File: config.mk
export PLATFORM = sky130hd
export DESIGN_NAME = lpm_power_ctrl
export DESIGN_NICKNAME = d
export VERILOG_FILES = /design/src/lpm_pkg.sv /design/src/lpm_power_ctrl.sv /design/src/lpm_irq_sense.sv /design/src/lpm_clk_div.sv
export SDC_FILE = /design/constraint.sdc
export NUM_CORES = 1
export LEC_CHECK = 0
export BUFFER_PORTS_ARGS = -buffer_cell sky130_fd_sc_hd__buf_2
export CAP_MARGIN = 20
export CORE_MARGIN = 10
export CORE_UTILIZATION = 30
export DETAILED_ROUTE_END_ITERATION = 7
export PLACE_DENSITY = 0.61
export SYNTH_ARGS = -nofsm -noshare
export SYNTH_HDL_FRONTEND = slang
export SYNTH_SLANG_ARGS = --single-unit
File: constraint.sdc
create_clock -name aclk -period 1.8 [get_ports aclk]
set_clock_uncertainty 0.2 [all_clocks]
set_input_delay 0.27 -clock aclk [delete_from_list [all_inputs] [get_ports aclk]]
set_output_delay 0.27 -clock aclk [all_outputs]
set_load 0.05 [all_outputs]
File: src/lpm_pkg.sv
// Constants shared by the power-mode and system-options logic.
// Assumes a byte-addressed AXI4-Lite bus with one register per aligned word.
package lpm_pkg;
  // ****************************************
  // Register map (index; byte address is index times four)
  // ****************************************
  localparam int ADDR_W = 8;
  localparam logic [5:0] OPTS_IDX = 6'h3d;
  localparam logic [5:0] STAT_IDX = 6'h3e;
  localparam logic [7:0] OPTS_RST = 8'h00;
  // ****************************************
  // System options fields
  // ****************************************
  localparam int LVF_BIT = 7;
  localparam int LV_INT_EN_BIT = 6;
  localparam int LVON_BIT = 5;
  localparam int SLOW_BIT = 4;
  localparam int SENS_BIT = 3;
  localparam int KCLR_BIT = 1;
  localparam int PULLUP_BIT = 0;
  // ****************************************
  // Bus answers and modes
  // ****************************************
  localparam logic [1:0] RESP_OKAY = 2'h0;
  localparam logic [1:0] RESP_SLVERR = 2'h2;
  typedef enum logic [1:0] {MODE_RUN, MODE_WAIT, MODE_STOP} lpm_mode_t;
endpackage

File: src/lpm_power_ctrl.sv
// Low-power mode control and system options register of a small microcontroller.
// Assumes stop/wait decode pulses and timer interrupts come from aclk logic;
// pins and analog detector outputs are asynchronous and are synchronised here.
`timescale 1ns/100ps
module lpm_power_ctrl
#(
  parameter bit STOP_OPT = 1'b1,
  parameter bit WATCHDOG_OPT = 1'b1,
  parameter bit LV_RESET_OPT = 1'b1
)
(
  input wire logic aclk,
  input wire logic aresetn,
  input wire logic [lpm_pkg::ADDR_W-1:0] s_axi_awaddr,
  input wire logic s_axi_awvalid,
  output logic s_axi_awready,
  input wire logic [31:0] s_axi_wdata,
  input wire logic [3:0] s_axi_wstrb,
  input wire logic s_axi_wvalid,
  output logic s_axi_wready,
  output logic [1:0] s_axi_bresp,
  output logic s_axi_bvalid,
  input wire logic s_axi_bready,
  input wire logic [lpm_pkg::ADDR_W-1:0] s_axi_araddr,
  input wire logic s_axi_arvalid,
  output logic s_axi_arready,
  output logic [31:0] s_axi_rdata,
  output logic [1:0] s_axi_rresp,
  output logic s_axi_rvalid,
  input wire logic s_axi_rready,
  input wire logic stop_exec,
  input wire logic wait_exec,
  input wire logic irq_pin_n,
  input wire logic irq_ack,
  input wire logic keypad_int,
  input wire logic core_timer_int,
  input wire logic capture_timer_int,
  input wire logic lv_int_detect,
  input wire logic lv_reset_detect,
  input wire logic reset_pin_i,
  output logic reset_pin_o,
  output logic reset_pin_oe,
  output logic internal_reset,
  output logic osc_enable,
  output logic cpu_halted,
  output logic timers_run,
  output logic watchdog_run,
  output logic watchdog_enable,
  output logic tone_run,
  output logic bus_clk,
  output logic timer_flags_clear,
  output logic int_mask_clear,
  output logic wake,
  output logic ext_irq_req,
  output logic lv_irq_req,
  output logic keypad_flag_clear,
  output logic portc_pullup_enable
);
  import lpm_pkg::*;

  // ****************************************
  // Input synchronisers
  // ****************************************
  logic [2:0] sync1;
  logic [2:0] sync2;
  always_ff @(posedge aclk)
  begin
    if (!aresetn)
    begin
      sync1 <= 3'h1;
      sync2 <= 3'h1;
    end
    else
    begin
      sync1 <= {lv_reset_detect, lv_int_detect, reset_pin_i};
      sync2 <= sync1;
    end
  end
  wire rst_pin_n = sync2[0];
  wire lv_low = sync2[1];
  wire lv_reset_low = sync2[2];
  // Internal reset leaves mode and options at their reset values
  wire next_int_reset = ~rst_pin_n | (LV_RESET_OPT & lv_reset_low);
  wire soft_rst = internal_reset;

  // ****************************************
  // Options register
  // ****************************************
  logic low_voltage_flag;
  logic low_voltage_int_enable;
  logic low_voltage_detector_on;
  logic bus_clock_slow_select;
  logic irq_level_sense;
  lpm_mode_t mode;
  logic aw_held;
  logic w_held;
  logic [5:0] aw_idx;
  logic [7:0] wr_byte;
  logic wr_lane;
  wire wr_commit = aw_held & w_held & ~s_axi_bvalid;
  wire wr_opts = wr_commit & wr_lane & (aw_idx == OPTS_IDX);
  wire wr_hit = (aw_idx == OPTS_IDX) | (aw_idx == STAT_IDX);
  // Enable accepted only while the detector is already on
  wire low_voltage_int_enable_ok = low_voltage_detector_on;
  // Flag set wins over a software clear in the same cycle
  wire lv_set = low_voltage_detector_on & lv_low;
  wire next_lvf = lv_set | (low_voltage_flag & ~(wr_opts & ~wr_byte[LVF_BIT]));

  always_ff @(posedge aclk)
  begin
    if (!aresetn || soft_rst)
    begin
      low_voltage_flag <= OPTS_RST[LVF_BIT];
      low_voltage_int_enable <= OPTS_RST[LV_INT_EN_BIT];
      low_voltage_detector_on <= OPTS_RST[LVON_BIT];
      bus_clock_slow_select <= OPTS_RST[SLOW_BIT];
      irq_level_sense <= OPTS_RST[SENS_BIT];
      portc_pullup_enable <= OPTS_RST[PULLUP_BIT];
      keypad_flag_clear <= 1'b0;
    end
    else
    begin
      low_voltage_flag <= next_lvf;
      keypad_flag_clear <= wr_opts & wr_byte[KCLR_BIT];
      if (wr_opts)
      begin
        low_voltage_detector_on <= wr_byte[LVON_BIT];
        low_voltage_int_enable <= wr_byte[LV_INT_EN_BIT] & low_voltage_int_enable_ok & wr_byte[LVON_BIT];
        bus_clock_slow_select <= wr_byte[SLOW_BIT];
        irq_level_sense <= wr_byte[SENS_BIT];
        portc_pullup_enable <= wr_byte[PULLUP_BIT];
      end
    end
  end

  // ****************************************
  // AXI4-Lite slave
  // ****************************************
  wire [7:0] opts_read = {low_voltage_flag, low_voltage_int_enable, low_voltage_detector_on,
    bus_clock_slow_select, irq_level_sense, 1'b0, 1'b0, portc_pullup_enable};
  wire [5:0] ar_idx = s_axi_araddr[7:2];
  wire rd_opts = ar_idx == OPTS_IDX;
  wire rd_stat = ar_idx == STAT_IDX;
  wire [7:0] stat_read = {4'h0, ext_irq_req, lv_irq_req, mode};
  wire [31:0] next_rdata = rd_opts ? {24'h0, opts_read} : (rd_stat ? {24'h0, stat_read} : 32'h0);

  always_ff @(posedge aclk)
  begin
    if (!aresetn)
    begin
      aw_held <= 1'b0;
      w_held <= 1'b0;
      aw_idx <= 6'h0;
      wr_byte <= 8'h0;
      wr_lane <= 1'b0;
      s_axi_awready <= 1'b0;
      s_axi_wready <= 1'b0;
      s_axi_bvalid <= 1'b0;
      s_axi_bresp <= RESP_OKAY;
    end
    else
    begin
      if (s_axi_awvalid && s_axi_awready)
      begin
        aw_held <= 1'b1;
        aw_idx <= s_axi_awaddr[7:2];
        s_axi_awready <= 1'b0;
      end
      else if (!aw_held && !s_axi_bvalid)
        s_axi_awready <= 1'b1;
      if (s_axi_wvalid && s_axi_wready)
      begin
        w_held <= 1'b1;
        wr_byte <= s_axi_wdata[7:0];
        wr_lane <= s_axi_wstrb[0];
        s_axi_wready <= 1'b0;
      end
      else if (!w_held && !s_axi_bvalid)
        s_axi_wready <= 1'b1;
      if (wr_commit)
      begin
        aw_held <= 1'b0;
        w_held <= 1'b0;
        s_axi_bvalid <= 1'b1;
        s_axi_bresp <= wr_hit ? RESP_OKAY : RESP_SLVERR;
      end
      else if (s_axi_bvalid && s_axi_bready)
        s_axi_bvalid <= 1'b0;
    end
  end

  always_ff @(posedge aclk)
  begin
    if (!aresetn)
    begin
      s_axi_arready <= 1'b0;
      s_axi_rvalid <= 1'b0;
      s_axi_rdata <= 32'h0;
      s_axi_rresp <= RESP_OKAY;
    end
    else if (s_axi_arvalid && s_axi_arready)
    begin
      s_axi_arready <= 1'b0;
      s_axi_rvalid <= 1'b1;
      s_axi_rdata <= next_rdata;
      s_axi_rresp <= (rd_opts || rd_stat) ? RESP_OKAY : RESP_SLVERR;
    end
    else if (s_axi_rvalid && s_axi_rready)
      s_axi_rvalid <= 1'b0;
    else if (!s_axi_rvalid)
      s_axi_arready <= 1'b1;
  end

  // ****************************************
  // Wake sources
  // ****************************************
  logic ext_pending;
  lpm_irq_sense u_irq_sense
  (
    .aclk(aclk),
    .aresetn(aresetn),
    .irq_pin_n(irq_pin_n),
    .level_mode(irq_level_sense),
    .ack(irq_ack),
    .pending(ext_pending)
  );
  wire next_lv_irq = low_voltage_flag & low_voltage_int_enable;
  // Oscillator-off wake set is narrower than the wait set
  wire stop_wake = ext_pending | keypad_int | lv_irq_req;
  wire wait_wake = stop_wake | core_timer_int | capture_timer_int;

  // ****************************************
  // Mode sequencer
  // ****************************************
  lpm_mode_t next_mode;
  logic next_wake;
  always_comb
  begin
    next_mode = mode;
    next_wake = 1'b0;
    case (mode)
      MODE_RUN:
      begin
        if (stop_exec && STOP_OPT)
          next_mode = MODE_STOP;
        else if (wait_exec)
          next_mode = MODE_WAIT;
        // A stop opcode with the option off falls through as a no-operation.
      end
      MODE_WAIT:
      begin
        if (wait_wake)
        begin
          next_mode = MODE_RUN;
          next_wake = 1'b1;
        end
      end
      MODE_STOP:
      begin
        if (stop_wake)
        begin
          next_mode = MODE_RUN;
          next_wake = 1'b1;
        end
      end
      default:
        next_mode = MODE_RUN;
    endcase
  end
  wire enter_stop = (mode == MODE_RUN) & (next_mode == MODE_STOP);
  wire enter_wait = (mode == MODE_RUN) & (next_mode == MODE_WAIT);
  wire osc_on = next_mode != MODE_STOP;

  // Reset of any kind ends stop or wait at once
  always_ff @(posedge aclk)
  begin
    if (!aresetn || soft_rst)
    begin
      mode <= MODE_RUN;
      wake <= 1'b0;
      timer_flags_clear <= 1'b0;
      int_mask_clear <= 1'b0;
    end
    else
    begin
      mode <= next_mode;
      wake <= next_wake;
      timer_flags_clear <= enter_stop;
      int_mask_clear <= enter_stop | enter_wait;
    end
  end

  // ****************************************
  // Clock gating and status outputs
  // ****************************************
  always_ff @(posedge aclk)
  begin
    if (!aresetn)
    begin
      internal_reset <= 1'b0;
      reset_pin_o <= 1'b0;
      reset_pin_oe <= 1'b0;
      osc_enable <= 1'b1;
      cpu_halted <= 1'b0;
      timers_run <= 1'b1;
      watchdog_run <= 1'b0;
      watchdog_enable <= 1'b0;
      tone_run <= 1'b1;
      ext_irq_req <= 1'b0;
      lv_irq_req <= 1'b0;
    end
    else
    begin
      internal_reset <= next_int_reset;
      // Only a low-voltage reset is driven out on the reset pin
      reset_pin_oe <= LV_RESET_OPT & lv_reset_low;
      osc_enable <= osc_on;
      cpu_halted <= next_mode != MODE_RUN;
      timers_run <= osc_on;
      watchdog_run <= WATCHDOG_OPT & osc_on;
      watchdog_enable <= WATCHDOG_OPT;
      tone_run <= osc_on;
      ext_irq_req <= ext_pending;
      lv_irq_req <= next_lv_irq;
    end
  end

  lpm_clk_div u_clk_div
  (
    .aclk(aclk),
    .aresetn(aresetn),
    .run(osc_enable),
    .slow_sel(bus_clock_slow_select),
    .bus_clk(bus_clk)
  );
endmodule // lpm_power_ctrl

File: src/lpm_irq_sense.sv
// External interrupt input: synchroniser plus edge or edge-and-level detection.
// Assumes the pin is asynchronous and active low; ack comes from the CPU clock domain.
`timescale 1ns/100ps
module lpm_irq_sense
(
  input wire logic aclk,
  input wire logic aresetn,
  input wire logic irq_pin_n,
  input wire logic level_mode,
  input wire logic ack,
  output logic pending
);
  import lpm_pkg::*;
  logic sync1;
  logic sync2;
  logic prev;
  logic edge_latch;
  wire fall = prev & ~sync2;
  wire next_latch = fall | (edge_latch & ~ack);
  // Level term holds the request while the pin stays low
  wire next_pending = next_latch | (level_mode & ~sync2);

  always_ff @(posedge aclk)
  begin
    if (!aresetn)
    begin
      sync1 <= 1'b1;
      sync2 <= 1'b1;
      prev <= 1'b1;
      edge_latch <= 1'b0;
      pending <= 1'b0;
    end
    else
    begin
      sync1 <= irq_pin_n;
      sync2 <= sync1;
      prev <= sync2;
      edge_latch <= next_latch;
      pending <= next_pending;
    end
  end
endmodule // lpm_irq_sense

File: src/lpm_clk_div.sv
// Bus clock divider: oscillator over two or four, switched only at period end.
// Assumes aclk stands for the oscillator; run low parks the clock low.
`timescale 1ns/100ps
module lpm_clk_div
(
  input wire logic aclk,
  input wire logic aresetn,
  input wire logic run,
  input wire logic slow_sel,
  output logic bus_clk
);
  import lpm_pkg::*;
  logic slow_q;
  logic cnt;
  wire half_done = slow_q ? cnt : 1'b1;
  // Parked only in the low phase so no short high pulse escapes
  wire hold = ~run & ~bus_clk;

  always_ff @(posedge aclk)
  begin
    if (!aresetn)
    begin
      bus_clk <= 1'b0;
      cnt <= 1'b0;
      slow_q <= 1'b0;
    end
    else if (hold)
    begin
      cnt <= 1'b0;
      slow_q <= slow_sel;
    end
    else if (half_done)
    begin
      bus_clk <= ~bus_clk;
      cnt <= 1'b0;
      if (bus_clk)
        slow_q <= slow_sel;
    end
    else
      cnt <= 1'b1;
  end
endmodule // lpm_clk_div

==> parameters.txt <==
Parameter                              Value

STA
  Minimum period implied by the final worst setup slack ... 1.66 ns
  Final setup vio count ... 0
  Share of the cycle needed by the critical path after routing ... 0.920
  Total negative setup slack ... 0 ns
  Hold violation total from the final report ... 0
  Setup repair after global routing missed its margin ... false
  Achievable frequency ... 604 MHz
  Max-slew violations ... 0

Hold path
  Min-delay worst type ... in2reg

Layout
  Footprint of the flip-flops and latches ... 1300 sq um
  Synthesis-to-finish area growth ... 26.0%
  Fraction of final layout cells with drive strength greater than 1 ... 0.269
  Number of filler instances in the final layout ... 918
  Finished Core Util ... 0.391
  Multi-input combinational cell area ... 1240 sq um
  Post-layout nets ... approximately 440
  Count of inserted antenna diode cells ... 0

Route
  Total via count after detailed routing ... between 2000 and 2500
  Detail Route Antenna Nets ... 0
  Final routed wire length divided by cell count ... between 10 and 15 um
  Ratio of routed vias to standard cells ... around 4.4
  Number of detailed-routing iterations run before antenna repair ... 4
  Count of unresolved DRC violations after routing ... 0
  Total Routed Length ... 6370 um
  Iteration-0 DRC count of the detailed router ... between 70 and 80

Logic synthesis
  Syn. warnings ... 0
  Summed instance area of the synthesized netlist ... about 2700 sq um
  Synth async-reset ratio ... 0
  Avg Cell Area, Syn ... 9.47 sq um
  Yosys reg bits ... 65
  Number of instances in the synthesized netlist ... 289
  Synth cell types ... 45
  Sequential cell area fraction in the yosys report ... 0.476
  Ys flop type ... sky130_fd_sc_hd__dfxtp_1
  Number of synthesized flops with an enable pin ... 0

CTS
  Clock tree root driver cell ... sky130_fd_sc_hd__clkbuf_8
  Level count of the clock H-tree ... 3
  Post-CTS Setup Bufs ... 0
  Number of buffers created by CTS ... 9
  Clock transition at the register clock pins on the worst setup and hold paths after CTS ... 0.07 ns
  Maximum root-to-sink buffer count ... 2
  TritonCTS sink count ... 65
  Worst-Skew Late Latency ... around 0.34 ns
  TritonCTS clock tree ... done

Die
  Horizontal extent of the die ... between 100 and 150 um
  Die height ... around 120 um
  Starting density of the core ... 0.311
  Placement row count ... 34
  Placeable core region ... just under 9000 sq um
  Die area ... 13300 sq um
  Ports ... 127

Global routing
  Total GRT Usage ... 0.0970
  Pin count of the biggest net entering global routing ... 40
  Vias in the first global route ... 2179
  Gr ovfl total ... 0
  Global-route wire length before repair ... 10300 um
  Number of antenna violations at the first check in global routing ... 0

Placement
  Total half-perimeter wirelength after legalization and detailed placement ... 4940 um
  Weighted congestion at the end of routability-driven global placement ... approximately 0.76
  Number of port buffers ... 67

Setup path
  Critical path's slowest cell ... sky130_fd_sc_hd__dfxtp_1
  Worst setup EP type ... flip-flop
  Sequence of cells on the critical path ... inv_1 -> ha_1 -> nor3b_4 -> o211ai_1 -> a21o_1 -> nor2_2 -> nand2_1
  Data arrival, critical path ... 1.67 ns
  Required time at the worst-slack endpoint ... about 1.8 ns
  Critical path launch point type ... flip-flop
  Slowest cell delay on critical path ... ~0.31 ns
  Critical Setup Path Class ... reg2reg
  Peak fanout along the critical path ... 3

Flow run
  Max-cap violations ... 0

Power and ir drop
  Power density cells ... between 1000 and 1500 nW/um^2
  Worst vdd rail ir drop ... around 0.50 mV
  Static power due to leakage ... 0.00152 uW

Status
  Outcome ... completed
[per-stage QoR]
step	setup slack, ns	cells	total power, uW	area, sq um	hold WS (ns)
6_report	0.144	484	3470	3450	0.0161
5_1_grt	0.0220	484	3630	3450	0.0127
4_1_cts	0.0158	484	3520	3440	0.00311
3_5_place_dp	0.0275	454	2130	3080	0.194
3_3_place_gp	0.0325	454	2120	3080	0.195
2_1_floorplan	0.154	315	2050	2830	0.0977
[layout by cell type, fill, tap and decap left out, types with 4 or more instances in the layout]
cell type                       instances
sky130_fd_sc_hd__ha_1                   4
sky130_fd_sc_hd__nor2_1                12
sky130_fd_sc_hd__conb_1                27
sky130_fd_sc_hd__and2_1                 8
sky130_fd_sc_hd__dlygate4sd3_1         14
sky130_fd_sc_hd__inv_1                  9
sky130_fd_sc_hd__buf_2                 67
sky130_fd_sc_hd__a21oi_1                6
sky130_fd_sc_hd__mux2i_1                5
sky130_fd_sc_hd__nor2b_1                9
sky130_fd_sc_hd__a21boi_1               7
sky130_fd_sc_hd__nand2_1               31
sky130_fd_sc_hd__nand2b_1              11
sky130_fd_sc_hd__a21boi_0              17
sky130_fd_sc_hd__clkbuf_8              10
sky130_fd_sc_hd__buf_4                  5
sky130_fd_sc_hd__nand3_1               20
sky130_fd_sc_hd__dfxtp_1               63
[cell usage after synthesis (all sizes together), types with 2 or more instances]
master	n	share of area
a21boi	24	0.066
a21oi	6	0.011
a221oi	2	0.0064
and2	8	0.018
and3	2	0.0050
buf	31	0.084
clkbuf	10	0.014
dfxtp	65	0.48
ha	4	0.018
inv	9	0.012
mux2i	5	0.018
nand2	31	0.043
nand2b	11	0.025
nand3	20	0.037
nand3b	2	0.010
nand4	3	0.0091
nor2	13	0.018
nor2b	9	0.021
nor3	5	0.017
nor3b	6	0.024
nor4	3	0.0091
o21a	2	0.0055
o21ai	5	0.011
or3	2	0.0046
xnor2	2	0.0064
[critical path: cells and delay by family (launching register included)]
family,cells,cell delay [ns]
AOI/OAI and AO/OA,2,0.34
DFF,1,0.31
adders and majority gates,1,0.16
buffers and inverters,1,0.07
and+or+nand+nor,3,0.46
[cells by family (layout without fill, tap and decap cells)]
group | count (synthesis) | in the layout | share of synthesized area
fa+ha+maj | 4 | 4 | 0.0183
buf+inv | 50 | 111 | 0.110
xor+xnor | 2 | 2 | 0.00640
simple gates | 115 | 115 | 0.241
other cells | 1 | 27 | 0.00137
mux | 5 | 5 | 0.0183
flops | 65 | 65 | 0.476
compound gates | 47 | 47 | 0.130
[where the power goes]
| group | internal [uW] | switching [uW] | leakage (uW) | total, uW |
|---|---|---|---|---|
| sequential | 1510 | 49.7 | 0.000532 | 1560 |
| clock | 815 | 534 | 0.000113 | 1350 |
| combinational | 166 | 401 | 0.000874 | 567 |
| total | 2490 | 985 | 0.00152 | 3470 |
[layout make-up]
class	instances	share of cell area
sequential	65	0.378
tap	108	0.0392
timing repair buffer	86	0.149
clock inverter	5	0.0229
multi-input combinational	200	0.360
clock buffer	11	0.0410
inverter	9	0.00980
[what timing repair did]
action                                  CTS  global route
endpoints found under the setup margin    0             4
hold buffers                             14             0
gates resized for setup                   0             4
hold endpoints to repair                 14             0
[routing by layer]
layer	vias up	global-route usage	wire, um
met5	-	0	0
met4	0	0.0346	54
met3	7	0.0512	671
met2	64	0.158	2930
met1	962	0.106	2710
li1	1082	-	-
[state kept, by name (all words and copies together), names as in the netlist, 2 cells and up]
name / count
s_axi_rdata: 8
wr_byte: 7
aw_idx: 6
sync1: 3
sync2: 3
mode: 2
[worst paths after layout]
kind                   from              to  slack [ns]  cells past startpoint
max reg2reg         mode[1]        tone_run        0.14                      7
min          s_axi_wdata[0]      wr_byte[0]        0.02                      3
min reg2reg        sync2[0]  internal_reset        0.21                      1
max                 mode[1]        tone_run        0.14                      7
Note: power is estimated with default switching activity, not from simulation.
